**src/core/lock_ctrl_defines.vh**
```
`ifndef LOCK_CTRL_DEFINES_VH
`define LOCK_CTRL_DEFINES_VH

// ****************************************
// Register map
// ****************************************
`define DCACHE_CTRL_OFFSET 8'h00
`define ICACHE_CTRL_OFFSET 8'h04
`define SYNDROME_OFFSET 8'h08

// ****************************************
// Control and status fields
// ****************************************
`define CSR_ENABLE_BIT 0
`define CSR_OVERLOCK_ALLOC_BIT 1
`define CSR_UNABLE_BIT 2
`define CSR_OVERLOCK_BIT 3
`define CSR_FLASH_CLEAR_BIT 4
`define CSR_ABORT_BIT 5
`define SYN_DATA_LOCK_BIT 0
`define SYN_INSTR_LOCK_BIT 1
`define CSR_RESET_VALUE 32'h0000_0000

// ****************************************
// Operation codes
// ****************************************
`define OP_NONE 4'h0
`define OP_DLOCK_SET 4'h1
`define OP_DSTORE_LOCK_SET 4'h2
`define OP_DLOCK_CLEAR 4'h3
`define OP_ILOCK_SET 4'h4
`define OP_ILOCK_CLEAR 4'h5
`define OP_ITOUCH 4'h6
`define OP_DALLOC 4'h7
`define OP_DZERO_ALLOC 4'h8
`define OP_DSTORE_FLUSH 4'h9
`define OP_DTOUCH 4'hA
`define OP_DTOUCH_STORE 4'hB
`define OP_DFLUSH_INV 4'hC
`define OP_DINV 4'hD
`define OP_IINV 4'hE

// ****************************************
// Geometry and timing
// ****************************************
`define SET_BITS 4
`define SETS 16
`define WAYS 4
`define WAY_BITS 2
`define FLASH_CYCLES 8'd134

`endif

```
**src/core/l1_cache_line_lock_control.v**
```verilog
`timescale 1ns/1ps
`include "lock_ctrl_defines.vh"

module l1_cache_line_lock_control (
   // Clock and reset
   input wire clock,
   input wire arst_n,
   // AXI4-Lite write address and data
   input wire [7:0] s_axi_awaddr,
   input wire s_axi_awvalid,
   output reg s_axi_awready,
   input wire [31:0] s_axi_wdata,
   input wire [3:0] s_axi_wstrb,
   input wire s_axi_wvalid,
   output reg s_axi_wready,
   // AXI4-Lite write response
   output reg [1:0] s_axi_bresp,
   output reg s_axi_bvalid,
   input wire s_axi_bready,
   // AXI4-Lite read
   input wire [7:0] s_axi_araddr,
   input wire s_axi_arvalid,
   output reg s_axi_arready,
   output reg [31:0] s_axi_rdata,
   output reg [1:0] s_axi_rresp,
   output reg s_axi_rvalid,
   input wire s_axi_rready,
   // Operation request from the pipeline
   input wire op_valid,
   input wire [3:0] op_code,
   input wire [`SET_BITS-1:0] op_index,
   input wire [4:0] cache_target_field,
   input wire user_privilege_flag,
   input wire user_lock_enable,
   // Lookup and translation results for the request, and the pending interrupt
   input wire line_hit,
   input wire [`WAY_BITS-1:0] hit_way,
   input wire tlb_miss,
   input wire perm_read,
   input wire perm_exec,
   input wire cache_inhibited,
   input wire interrupt_pending,
   // Operation result
   output reg op_ready,
   output reg op_done,
   output reg data_storage_fault,
   output reg dtlb_error,
   output reg fill_req,
   output reg fill_icache,
   output reg [`SET_BITS-1:0] fill_index,
   output reg [`WAY_BITS-1:0] fill_way
);

   // ****************************************
   // State
   // ****************************************
   // Lock arrays have no reset on purpose: they must survive it
   reg [`WAYS-1:0] dlock [0:`SETS-1];
   reg [`WAYS-1:0] ilock [0:`SETS-1];
   reg dc_enable, dc_alloc, dc_unable, dc_over, dc_flash, dc_abort;
   reg ic_enable, ic_alloc, ic_unable, ic_over, ic_flash, ic_abort;
   reg data_lock_syndrome, instr_lock_syndrome;
   reg [7:0] dc_count, ic_count;
   reg aw_held, w_held;
   reg [7:0] aw_addr;
   reg [31:0] w_data;
   reg [3:0] w_strb;
   integer i, j;
   // A flash start must drop op_ready at the very edge it is written
   wire flash_start = aw_held & w_held & ~s_axi_bvalid & w_strb[0] &
      w_data[`CSR_FLASH_CLEAR_BIT] & (aw_addr[7:3] == 5'h00);

   // ****************************************
   // Operation decode
   // ****************************************
   reg next_dsi, next_tlb, next_syn_d, next_syn_i;
   reg next_d_unable, next_d_over, next_i_unable, next_i_over;
   reg next_lock_wr, next_lock_val, next_fill;
   reg [`WAY_BITS-1:0] next_way;
   reg is_dset, is_dclr, is_iset, is_iclr, is_inv, on_icache;
   reg enabled, alloc, priv_fault, perm_ok, fire;
   reg [`WAYS-1:0] locks;
   reg [`WAY_BITS-1:0] victim;
   reg have_victim;

   always @* begin
      fire = op_valid & op_ready;
      is_dset = (op_code == `OP_DLOCK_SET) ||
                (op_code == `OP_DSTORE_LOCK_SET);
      is_dclr = (op_code == `OP_DLOCK_CLEAR);
      is_iset = (op_code == `OP_ILOCK_SET);
      is_iclr = (op_code == `OP_ILOCK_CLEAR);
      is_inv = (op_code == `OP_DFLUSH_INV) || (op_code == `OP_DINV) ||
               (op_code == `OP_IINV);
      on_icache = is_iset | is_iclr | (op_code == `OP_IINV);
      locks = on_icache ? ilock[op_index] : dlock[op_index];
      enabled = on_icache ? ic_enable : dc_enable;
      alloc = on_icache ? ic_alloc : dc_alloc;
      priv_fault = user_privilege_flag & ~user_lock_enable;
      perm_ok = on_icache ? (perm_read | perm_exec) : perm_read;
      // Lowest unlocked way; way 0 is displaced on an overlock allocate
      victim = {`WAY_BITS{1'b0}};
      have_victim = 1'b0;
      for (i = `WAYS - 1; i >= 0; i = i - 1) begin
         if (!locks[i]) begin
            victim = i[`WAY_BITS-1:0];
            have_victim = 1'b1;
         end
      end
      next_dsi = 1'b0;
      next_tlb = 1'b0;
      next_syn_d = 1'b0;
      next_syn_i = 1'b0;
      next_d_unable = 1'b0;
      next_d_over = 1'b0;
      next_i_unable = 1'b0;
      next_i_over = 1'b0;
      next_lock_wr = 1'b0;
      next_lock_val = 1'b0;
      next_fill = 1'b0;
      next_way = hit_way;
      // Checks run in precedence order; the first that applies wins
      if (fire && (is_dset || is_iset)) begin
         if ((|cache_target_field) || !enabled) begin
            next_d_unable = is_dset;
            next_i_unable = is_iset;
         end else if (tlb_miss) begin
            next_tlb = 1'b1;
         end else if (priv_fault) begin
            next_dsi = 1'b1;
            next_syn_d = is_dset;
            next_syn_i = is_iset;
         end else if (!perm_ok) begin
            next_dsi = 1'b1;
         end else if (cache_inhibited && !line_hit) begin
            next_d_unable = is_dset;
            next_i_unable = is_iset;
         end else if (line_hit) begin
            next_lock_wr = 1'b1;
            next_lock_val = 1'b1;
         end else if (!have_victim) begin
            next_d_over = is_dset;
            next_i_over = is_iset;
            next_lock_wr = alloc;
            next_lock_val = 1'b1;
            next_fill = alloc;
            next_way = {`WAY_BITS{1'b0}};
         end else begin
            next_lock_wr = 1'b1;
            next_lock_val = 1'b1;
            next_fill = 1'b1;
            next_way = victim;
         end
      end else if (fire && (is_dclr || is_iclr)) begin
         if ((|cache_target_field) || !enabled) begin
            next_lock_wr = 1'b0;
         end else if (tlb_miss) begin
            next_tlb = 1'b1;
         end else if (priv_fault) begin
            next_dsi = 1'b1;
            next_syn_d = is_dclr;
            next_syn_i = is_iclr;
         end else if (!perm_ok) begin
            next_dsi = 1'b1;
         end else begin
            next_lock_wr = line_hit;
         end
      end else if (fire && is_inv) begin
         next_lock_wr = line_hit & enabled & ~tlb_miss & perm_ok;
      end
      // Touch, allocate, zero and store-flush fall through untouched
   end

   // ****************************************
   // Lock arrays
   // ****************************************
   always @(posedge clock) begin
      if (next_lock_wr && on_icache) begin
         ilock[op_index][next_way] <= next_lock_val;
      end
      if (next_lock_wr && !on_icache) begin
         dlock[op_index][next_way] <= next_lock_val;
      end
      if (dc_flash && dc_count == 8'd1 && !interrupt_pending) begin
         for (j = 0; j < `SETS; j = j + 1) begin
            dlock[j] <= {`WAYS{1'b0}};
         end
      end
      if (ic_flash && ic_count == 8'd1 && !interrupt_pending) begin
         for (j = 0; j < `SETS; j = j + 1) begin
            ilock[j] <= {`WAYS{1'b0}};
         end
      end
   end

   // ****************************************
   // Operation results
   // ****************************************
   always @(posedge clock or negedge arst_n) begin
      if (!arst_n) begin
         op_ready <= 1'b0;
         op_done <= 1'b0;
         data_storage_fault <= 1'b0;
         dtlb_error <= 1'b0;
         fill_req <= 1'b0;
         fill_icache <= 1'b0;
         fill_index <= {`SET_BITS{1'b0}};
         fill_way <= {`WAY_BITS{1'b0}};
      end else begin
         // A request seen while ready is answered on the next edge
         op_ready <= ~(dc_flash | ic_flash | flash_start) & ~fire;
         op_done <= fire;
         data_storage_fault <= next_dsi;
         dtlb_error <= next_tlb;
         fill_req <= next_fill;
         fill_icache <= on_icache;
         fill_index <= op_index;
         fill_way <= next_way;
      end
   end

   // ****************************************
   // Register bus
   // ****************************************
   wire wr_go = aw_held & w_held & ~s_axi_bvalid;
   wire wr_d = wr_go & w_strb[0] & (aw_addr == `DCACHE_CTRL_OFFSET);
   wire wr_i = wr_go & w_strb[0] & (aw_addr == `ICACHE_CTRL_OFFSET);
   wire wr_s = wr_go & w_strb[0] & (aw_addr == `SYNDROME_OFFSET);
   wire wr_ok = (aw_addr == `DCACHE_CTRL_OFFSET) ||
                (aw_addr == `ICACHE_CTRL_OFFSET) ||
                (aw_addr == `SYNDROME_OFFSET);
   wire d_done = dc_flash & ((dc_count == 8'd1) | interrupt_pending);
   wire i_done = ic_flash & ((ic_count == 8'd1) | interrupt_pending);

   always @(posedge clock or negedge arst_n) begin
      if (!arst_n) begin
         s_axi_awready <= 1'b0;
         s_axi_wready <= 1'b0;
         s_axi_bvalid <= 1'b0;
         s_axi_bresp <= 2'h0;
         s_axi_arready <= 1'b0;
         s_axi_rvalid <= 1'b0;
         s_axi_rresp <= 2'h0;
         s_axi_rdata <= 32'h0000_0000;
         aw_held <= 1'b0;
         w_held <= 1'b0;
         aw_addr <= 8'h00;
         w_data <= 32'h0000_0000;
         w_strb <= 4'h0;
      end else begin
         s_axi_awready <= ~aw_held & ~(s_axi_awvalid & s_axi_awready);
         s_axi_wready <= ~w_held & ~(s_axi_wvalid & s_axi_wready);
         if (s_axi_awvalid && s_axi_awready) begin
            aw_held <= 1'b1;
            aw_addr <= s_axi_awaddr;
         end
         if (s_axi_wvalid && s_axi_wready) begin
            w_held <= 1'b1;
            w_data <= s_axi_wdata;
            w_strb <= s_axi_wstrb;
         end
         if (wr_go) begin
            s_axi_bvalid <= 1'b1;
            s_axi_bresp <= wr_ok ? 2'h0 : 2'h3;
         end else if (s_axi_bvalid && s_axi_bready) begin
            s_axi_bvalid <= 1'b0;
            aw_held <= 1'b0;
            w_held <= 1'b0;
         end
         s_axi_arready <= ~s_axi_rvalid & ~(s_axi_arvalid & s_axi_arready);
         if (s_axi_arvalid && s_axi_arready) begin
            s_axi_rvalid <= 1'b1;
            s_axi_rresp <= 2'h0;
            case (s_axi_araddr)
               `DCACHE_CTRL_OFFSET: s_axi_rdata <= {26'h0, dc_abort,
                  dc_flash, dc_over, dc_unable, dc_alloc, dc_enable};
               `ICACHE_CTRL_OFFSET: s_axi_rdata <= {26'h0, ic_abort,
                  ic_flash, ic_over, ic_unable, ic_alloc, ic_enable};
               `SYNDROME_OFFSET: s_axi_rdata <= {30'h0,
                  instr_lock_syndrome, data_lock_syndrome};
               default: begin
                  s_axi_rdata <= 32'h0000_0000;
                  s_axi_rresp <= 2'h3;
               end
            endcase
         end else if (s_axi_rvalid && s_axi_rready) begin
            s_axi_rvalid <= 1'b0;
         end
      end
   end

   // ****************************************
   // Control registers and flash clear
   // ****************************************
   // Hardware sets win over a software write of the same cycle
   always @(posedge clock or negedge arst_n) begin
      if (!arst_n) begin
         {dc_enable, dc_alloc, dc_unable, dc_over} <= 4'h0;
         {dc_flash, dc_abort} <= 2'h0;
         {ic_enable, ic_alloc, ic_unable, ic_over} <= 4'h0;
         {ic_flash, ic_abort} <= 2'h0;
         dc_count <= 8'h00;
         ic_count <= 8'h00;
         data_lock_syndrome <= 1'b0;
         instr_lock_syndrome <= 1'b0;
      end else begin
         if (wr_d) begin
            dc_enable <= w_data[`CSR_ENABLE_BIT];
            dc_alloc <= w_data[`CSR_OVERLOCK_ALLOC_BIT];
            dc_unable <= w_data[`CSR_UNABLE_BIT] | next_d_unable;
            dc_over <= w_data[`CSR_OVERLOCK_BIT] | next_d_over;
            dc_abort <= w_data[`CSR_ABORT_BIT] | (d_done & interrupt_pending);
         end else begin
            dc_unable <= dc_unable | next_d_unable;
            dc_over <= dc_over | next_d_over;
            dc_abort <= dc_abort | (d_done & interrupt_pending);
         end
         if (dc_flash) begin
            // Writes cannot touch the bit while clearing
            dc_count <= dc_count - 8'd1;
            dc_flash <= ~d_done;
         end else if (wr_d && w_data[`CSR_FLASH_CLEAR_BIT]) begin
            dc_flash <= 1'b1;
            dc_count <= `FLASH_CYCLES;
         end
         if (wr_i) begin
            ic_enable <= w_data[`CSR_ENABLE_BIT];
            ic_alloc <= w_data[`CSR_OVERLOCK_ALLOC_BIT];
            ic_unable <= w_data[`CSR_UNABLE_BIT] | next_i_unable;
            ic_over <= w_data[`CSR_OVERLOCK_BIT] | next_i_over;
            ic_abort <= w_data[`CSR_ABORT_BIT] | (i_done & interrupt_pending);
         end else begin
            ic_unable <= ic_unable | next_i_unable;
            ic_over <= ic_over | next_i_over;
            ic_abort <= ic_abort | (i_done & interrupt_pending);
         end
         if (ic_flash) begin
            ic_count <= ic_count - 8'd1;
            ic_flash <= ~i_done;
         end else if (wr_i && w_data[`CSR_FLASH_CLEAR_BIT]) begin
            ic_flash <= 1'b1;
            ic_count <= `FLASH_CYCLES;
         end
         data_lock_syndrome <= next_syn_d |
            (data_lock_syndrome & ~(wr_s & w_data[`SYN_DATA_LOCK_BIT]));
         instr_lock_syndrome <= next_syn_i |
            (instr_lock_syndrome & ~(wr_s & w_data[`SYN_INSTR_LOCK_BIT]));
      end
   end

endmodule // l1_cache_line_lock_control

```
**config.mk**
```make
export PLATFORM = sky130hd
export DESIGN_NAME = l1_cache_line_lock_control
export DESIGN_NICKNAME = d
export VERILOG_FILES = /design/src/core/l1_cache_line_lock_control.v
export VERILOG_INCLUDE_DIRS = /design/src /design/src/core
export SDC_FILE = /design/constraint.sdc
export NUM_CORES = 1
export LEC_CHECK = 0
export BUFFER_PORTS_ARGS = -buffer_cell sky130_fd_sc_hd__buf_4
export CORE_UTILIZATION = 58
export CTS_CLUSTER_SIZE = 14
export DETAILED_ROUTE_END_ITERATION = 8
export GPL_ROUTABILITY_DRIVEN = 0
export PLACE_DENSITY = 0.8
export SYNTH_ARGS = -nofsm -noshare
export SYNTH_HDL_FRONTEND = slang
export SYNTH_SLANG_ARGS = --single-unit
```
**constraint.sdc**
```tcl
create_clock -name clock -period 5.36 [get_ports clock]
set_input_delay 0.268 -clock clock [delete_from_list [all_inputs] [get_ports clock]]
set_output_delay 0.268 -clock clock [all_outputs]
set_load 0.01 [all_outputs]
```
Word level (Yosys, flattened, before mapping)
Memories as Yosys holds them, arrays and structs flattened.
Index checks and enable logic that the tools add are counted.
{ "totals": {"ram_bits": 128, "output_inout_bits": 53, "n_memories": 2, "regBits": 100, "elab_cells": 298} }
{ "classes": {"eq_ne": 14, "n_reduce_logical": 39, "n_mux": 138, "order_cmp": 2, "bitwise_logic": 64, "add_sub_neg": 2} }
{ "memory_table": {"columns": ["name", "words", "width", "read_ports", "rd_clocked_by_memory_dff", "write_ports", "line", "rtl"], "rows": [
  ["dlock", 16, 4, 1, 0, 17, "l1_cache_line_lock_control.v:58", "reg [`WAYS-1:0] dlock [0:`SETS-1];"],
  ["ilock", 16, 4, 1, 0, 17, "l1_cache_line_lock_control.v:59", "reg [`WAYS-1:0] ilock [0:`SETS-1];"]
]} }
{ "op_table": {"columns": ["op", "count"], "rows": [
  ["$mux 1", 115],
  ["$mux 8", 4],
  ["$and 1x1->1", 28],
  ["$mux 2", 14],
  ["$or 1x1->1", 21],
  ["$logic_and 1x1->1", 18],
  ["$pmux 6 s3", 1],
  ["$eq 8x1->1 const B", 2],
  ["$eq 8x3->1 const B", 2],
  ["$eq 8x4->1 const B", 2],
  ["$logic_not 8->1", 2],
  ["$sub 8x1->8 const B", 2],
  ["$not 1->1", 15],
  ["$eq 4x4->1 const B", 3],
  ["$mux 4", 3],
  ["$eq 4x2->1 const B", 2],
  ["$eq 4x3->1 const B", 2],
  ["$logic_or 1x1->1", 8],
  ["$reduce_bool 2->1", 4],
  ["$logic_not 5->1", 1],
  ["$reduce_or 5->1", 1],
  ["$eq 4x1->1 const B", 1],
  ["$logic_not 1->1", 4],
  ["$lt 2x3->1 const B", 1],
  ["other kinds (3)", 3]
]} }

Logic depth before layout (Yosys ltp)
Gate-level depths: netlist (run 1).
{ "depth": {"word_depth": 21, "depth_mapped": 13, "mapped_depth_nobuf": 9} }

Worst setup path after synthesis (run 1)
OpenSTA, ideal clock, no wires.
{ "synth_path": {"kind": "input -> register", "start": "in op_index[0]", "end": "mem ilock[11][3] in the netlist's numbering", "n_path_buf": 4, "slack_ns": 2.578, "stages": 12, "required_ns": 5.273, "t_arrival_ns": 2.695, "cell_sequence": "buf_4 buf_2 mux4_2 mux2_2 a2111oi_2 a41o_2 nand2_2 o22a_4 or2_1 buf_6 buf_6 o31ai_1"} }
{ "synth_lines": {"columns": ["element", "line", "rtl"], "rows": [
  ["start, declared", "l1_cache_line_lock_control.v:31", "input wire [`SET_BITS-1:0] op_index,"],
  ["end, declared", "l1_cache_line_lock_control.v:59", null]
]} }

==> summary.md, run 1 <==
| Metric | Value |
|---|---|
| TritonCTS buffer count | `17` |
| Port Buf Inserts | `80` |
| Initial Util | `0.5995` |
| Vias in the first global route | `8440` |
| RSZ-0062 raised after global routing | `false` |
| Clock Path Buffers | `2` |
| Internal power | `approximately 2.6 mW` |
| Biggest cell delay along the critical path | `990 ps` |
| Sw Ratio | `0.2872` |
| Gr ovfl total | `0` |
| Most common cell in the netlist | `nand2_1` |
| # placed instances | `1355` |
| Comb power frac | `0.148` |
| Die footprint | `roughly 19000 µm²` |
| Crit path max-delay family | `compound AO/OA/AOI/OAI gates` |
| Nets | `around 1200` |
| Ys flop type | `dfxtp_1` |
| Worst EP arrival | `between 4000 and 5000 ps` |
| Worst Path Buf+Inv | `1` |
| Clk_skew | `between 10 and 15 ps` |
| Worst slack, placed | `~1300 ps` |
| Clock Power Share | `0.365` |
| Async set-or-reset flop fraction in the synthesized netlist | `0.3600` |
| Setup total negative slack | `0 ps` |
| Critical path's slowest cell | `o22a_1` |
| List of most frequent post-synthesis cells | `179 x nand2_1, 128 x dfxtp_1, 92 x mux2i_1, 72 x dfrtp_1, 63 x nand4_1` |
| Critical path type | `input pin to flip-flop` |
| Netlist cell types | `73` |
| Die width | `~140 µm` |
| Sink Count | `200` |
| Synthesized area | `10480 µm²` |
| Status | `finished clean` |
| Critical-path cell list | `buf_4, mux4_2, o311ai_0, o32a_1, a211o_1, o22a_1, nor4_1, o21ai_0` |
| Vert. Die Dim | `around 140 µm` |
| Hpwl dp | `about 18000 µm` |
| Synth area leaders | `dfxtp_1 24%, dfrtp_1 17%, mux2i_1 8.8%` |
| Routed length per instance | `~19 µm` |
| Crit path max fanout | `48` |
| DRC | `0` |
| Post-Synthesis Cells | `approximately 1100` |
| Switching Power | `1.041 mW` |
| Startpoint types | `input pin` |
| Routed WL | `about 27000 µm` |
| Clk Latency, worst-skew pair | `between 400 and 500 ps` |
| Hold WC Path Type | `input pin to flip-flop` |
| Total Routing Usage GR | `0.2951` |
| Mapped Avg Cell Area | `9.248 µm²` |
| Rel. slew slack | `0.1839` |
| Lkg Pwr | `roughly 4.6 nW` |
| Synthesis Warnings | `0` |
| Post-CTS sizing | `0` |
| Hold Vio Cnt, Final | `0` |
| H-tree levels | `4` |
| Post-synth EDFFs | `0` |
| Synth area leader | `dfxtp_1` |
| Sequential power share | `0.487` |
| Worst Setup Slack, final | `1570 ps` |
| Vias | `~9000` |
| Post-CTS setup repair buffer count | `0` |
| Clock Pin Slew Worst Setup and Hold Paths | `70 ps` |
| Initial antenna violation count | `0` |
| Slew @ Worst Pin | `roughly 1200 ps` |
| Tmin final | `3790 ps` |
| Final worst path period share | `0.7071` |
| P&R area growth vs syn | `10.52%` |
| Yosys top cell area share | `0.2446` |
| Seq/Total Area, Yosys | `0.4165` |
| Filler cell count | `roughly 1300` |
| Max Fclk | `roughly 260 MHz` |
| DR vias/cell | `6.495` |
| Crit. End Element | `flip-flop` |
| Synthesis-stage register bit count | `200` |
| Critical Path RT | `between 5000 and 6000 ps` |
| Peak supply drop | `approximately 310 µV` |
| Core Area | `17480 µm²` |
| CTS tree | `done` |
| DR iter-0 viols | `approximately 920` |
| Share of cells above drive strength 1 | `0.1594` |
| Layout Cells excl Fill | `1392` |
| Root buffer cell | `clkbuf_16` |
| I/O pin cnt | `around 140` |
| Post-route antenna net violation count | `0` |
| DR pass1 iterations | `5` |
| Final setup fails | `0` |
| First-pass GRT wire length | `between 40000 and 50000 µm` |
| Slew Viols, Final | `0` |
| Max cap viols | `0` |
| Ant diodes | `0` |
| Largest net degree at the start of global routing | `73` |
| Power Density | `313.0 nW/µm²` |
| Power, Total | `between 3 and 4 mW` |
| # rows | `48` |
## power groups by stage
| stage | combinational, mW | sequential [mW] | clock (mW) |
|---|---|---|---|
| after floorplan | 0.365 | 1.77 | 0 |
| after global placement | 0.515 | 1.79 | 0 |
| after detailed placement | 0.529 | 1.80 | 0 |
| after CTS | 0.537 | 1.76 | 1.33 |
| after global routing | 0.594 | 1.79 | 1.39 |
| final | 0.538 | 1.76 | 1.32 |
## cell usage in the layout (no fill, tap or decap), types with 26 or more instances in the layout
cell and instances:
nor4_1 34, mux2i_1 92, dfrtp_1 72, nand2_1 179, nand4_1 63, buf_4 92
conb_1 26, nor2_1 58, nand3_1 35, o311ai_0 35, o21ai_0 51, dfxtp_1 128
## kinds of logic after synthesis
| logic type | Yosys count | share of synthesized area |
|---|---|---|
| flops | 200 | 0.4165 |
| xor+xnor | 5 | 0.004180 |
| buf+inv | 136 | 0.06532 |
| other cells | 1 | 0.0003579 |
| compound gates | 193 | 0.1304 |
| simple gates | 456 | 0.2153 |
| mux | 138 | 0.1631 |
| fa+ha+maj | 4 | 0.004777 |
## layer usage
layer / vias up / global-route usage / wire, µm
li1: 4200 / - / -
met1: 4344 / 0.3928 / 11170
met4: 0 / 0.1025 / 624
met5: - / 0 / 0
met3: 64 / 0.06189 / 2187
met2: 433 / 0.4741 / 12650
## path summary, 6_finish.rpt
path | startpoint | to | slack (ps) | cells after the start
setup / recovery | op_index[1] | dlock[6][2] | 1570 | 8
hold reg to reg | ilock[14][2] | ilock[14][2] | 460 | 2
hold / removal | s_axi_wvalid | s_axi_wready | 10 | 2
min in group asynchronous | arst_n | ic_count[3] | 470 | 2
setup reg to reg | dlock[4][0] | dlock[6][2] | 1820 | 7
max in group asynchronous | arst_n | fill_index[1] | 4290 | 2
## stage by stage
stage                     utilization  hold WS, ps  instance area, µm²
final                          0.6626        14.77               11580
after CTS                      0.6620        1.207               11570
after global placement         0.6257        429.4               10940
after floorplan                     -       -27.59               10570
after detailed placement       0.6257        442.9               10940
after global routing           0.6626        9.727               11580
## timing repair
item,4_1_cts,5_1_grt
hold buffers,4,1
hold endpoints to repair,75,1
endpoints found under the setup margin,0,0
## area by class of cell
class | instances | area (µm²) | area share
timing repair buffer | 97 | 740.7 | 0.06397
tap | 225 | 281.5 | 0.02431
sequential | 200 | 4364 | 0.3769
multi-input combinational | 822 | 5539 | 0.4783
clock buffer | 18 | 429.2 | 0.03706
clock inverter | 14 | 165.2 | 0.01426
inverter | 16 | 60.06 | 0.005186
## state kept, by name, summed over array words and instances (netlist names), 2 cells and up
signal and count:
ic_count 8, dc_count 8, aw_addr 8, dlock 64, s_axi_rdata 6, fill_way 2, w_data 6, ilock 64
fill_index 4
Power figures use the tool's default switching activity.
==> run 2: changes to the inputs <==
==> constraint.sdc (replaced) <==
create_clock -name clock -period 3.9 [get_ports clock]
set_input_delay 0.195 -clock clock [delete_from_list [all_inputs] [get_ports clock]]
set_output_delay 0.195 -clock clock [all_outputs]
set_load 0.01 [all_outputs]
==> run 2 against run 1 <==
Against the previous run:
- cell area increased by 2.0%
- critical path depth increased by 2
- sequential power increased by 38%
- clock power increased by 30%
- clock skew increased by 2.1 ps
- first-iteration DRC count increased by 11%
==> summary.md, run 2 (synthesized netlist as in run 1, its figures left out) <==
| Metric | Value |
|---|---|
| Max Fclk | `about 340 MHz` |
| Lkg Pwr | `between 4 and 5 nW` |
| Fin area | `between 10000 and 15000 µm²` |
| Worst EP arrival | `between 3000 and 4000 ps` |
| I/O pin cnt | `between 100 and 150` |
| DR pass1 iterations | `5` |
| Routed WL | `about 27000 µm` |
| TritonCTS buffer count | `17` |
| Critical Path RT | `roughly 4200 ps` |
| Final worst path period share | `0.7603` |
| Vert. Die Dim | `roughly 140 µm` |
| Largest registers | `dlock (64), ilock (64)` |
| Core Area | `~17000 µm²` |
| Post-route antenna net violation count | `0` |
| Share of cells above drive strength 1 | `0.1658` |
| Most frequent cells in the layout | `179 x nand2_1, 128 x dfxtp_1, 102 x buf_4` |
| Sw Ratio | `0.2968` |
| Peak supply drop | `~440 µV` |
| Gr ovfl total | `0` |
| Ant diodes | `0` |
| CTS tree | `done` |
| Critical path's slowest cell | `mux4_2` |
| FF/Latch Area | `roughly 4400 µm²` |
| Initial antenna violation count | `0` |
| Biggest cell delay along the critical path | `600 ps` |
| Internal power | `around 3.5 mW` |
| Max cap viols | `0` |
| Rel. slew slack | `0.2497` |
| Hpwl dp | `18000 µm` |
| Critical-path cell list | `buf_4, mux4_2, mux2_2, a2111oi_2, a41o_2, nand2_2, o22a_4, buf_4, o311ai_0, o31ai_1` |
| Nets | `roughly 1300` |
| Total Routing Usage GR | `0.2940` |
| Commonest non-fill, non-tap cell in the layout | `nand2_1` |
| Crit. End Element | `flip-flop` |
| First-pass GRT wire length | `between 40000 and 50000 µm` |
| Die width | `136.4 µm` |
| Top cell by count, worst path | `buf_4` |
| Startpoint types | `input pin` |
| Setup total negative slack | `0 ps` |
| Hold WC Path Type | `input pin to flip-flop` |
| Slew Viols, Final | `0` |
| Die footprint | `around 19000 µm²` |
| Clock Path Buffers | `2` |
| Vias in the first global route | `8535` |
| Clk_skew | `15.42 ps` |
| DR iter-0 viols | `1015` |
| Clock Power Share | `0.348` |
| Port Buf Inserts | `80` |
| Clk Latency, worst-skew pair | `roughly 440 ps` |
| Crit path max fanout | `35` |
| Clock Pin Slew Worst Setup and Hold Paths | `roughly 70 ps` |
| Sink Count | `200` |
| DRC | `0` |
| Initial Util | `0.5995` |
| Area of the multi-input gates | `5539 µm²` |
| # rows | `between 40 and 50` |
| Power Density | `around 420 nW/µm²` |
| DR vias/cell | `between 6 and 7` |
| Routed length per instance | `about 19 µm` |
| Status | `finished clean` |
| Critical path type | `input pin to flip-flop` |
| Slew @ Worst Pin | `1123 ps` |
| Vias | `around 9100` |
| Final setup fails | `0` |
| P&R area growth vs syn | `12.72%` |
| Hold Vio Cnt, Final | `0` |
| Dpl cell area | `roughly 11000 µm²` |
| Tmin final | `between 2000 and 3000 ps` |
| Root buffer cell | `clkbuf_16` |
| Sequential power share | `0.496` |
| Filler cell count | `approximately 1300` |
| Largest net degree at the start of global routing | `between 70 and 80` |
| Comb power frac | `0.156` |
| Switching Power | `~1.5 mW` |
| H-tree levels | `4` |
| RSZ-0062 raised after global routing | `false` |
[run 2: stage by stage]
stage | setup WS, ps | cells | util | hold slack [ps] | total power [mW]
2_1_floorplan | 1191 | 1158 | - | -100.6 | 2.933
3_3_place_gp | 610.8 | 1367 | 0.6323 | 367.8 | 3.179
3_5_place_dp | 553.4 | 1367 | 0.6323 | 370.4 | 3.211
4_1_cts | 981.5 | 1419 | 0.6758 | 1.477 | 4.919
5_1_grt | 760.9 | 1419 | 0.6758 | 10.42 | 5.099
6_report | 934.9 | 1419 | 0.6758 | 12.15 | 4.907
[run 2: final timing paths]
kind                                 from            to  slack (ps)  depth (start not counted)
setup / recovery              op_index[1]  ilock[15][3]         930                         10
hold / removal             s_axi_wdata[1]     w_data[1]          10                          2
setup reg to reg                dc_enable  ilock[11][1]         950                          9
hold reg to reg                    w_held  s_axi_wready         440                          1
max in group asynchronous          arst_n      fill_req        2890                          2
min in group asynchronous          arst_n   ic_count[5]         430                          2
[run 2: layer usage]
| layer | wire length, µm | GRT usage |
|---|---|---|
| met3 | 2175 | 0.06189 |
| met1 | 11350 | 0.3787 |
| met4 | 573 | 0.1056 |
| met5 | 0 | 0 |
| met2 | 13040 | 0.4859 |
[run 2: power by group through the flow]
| stage | Clock (mW) | Combinational [mW] | Sequential [mW] |
|---|---|---|---|
| 2_1_floorplan | 0 | 0.502 | 2.43 |
| 3_3_place_gp | 0 | 0.717 | 2.46 |
| 3_5_place_dp | 0 | 0.738 | 2.47 |
| 4_1_cts | 1.73 | 0.759 | 2.43 |
| 5_1_grt | 1.79 | 0.844 | 2.46 |
| 6_report | 1.71 | 0.766 | 2.43 |
[run 2: final cells by class]
cell class	count	area share
multi-input cells	822	0.4690
flip-flops and latches	200	0.3695
repair buffers	124	0.08518
clock buffers	18	0.03634
well taps	225	0.02384
clock inverters	14	0.01102
inverters	16	0.005085
[run 2: worst max-delay path, delay by kind of cell]
family / cells / cell delay [ps]
buffers and inverters: 2 / 690
AOI/OAI and AO/OA: 5 / 1370
muxes: 2 / 890
and+or+nand+nor: 1 / 90
[run 2: timing repair]
action | 4_1_cts | 5_1_grt
resized for setup | 0 | 0
hold endpoints to repair | 93 | 0
setup endpoints to repair | 0 | 0
hold buffers | 20 | 0
buffers inserted | 0 | 0
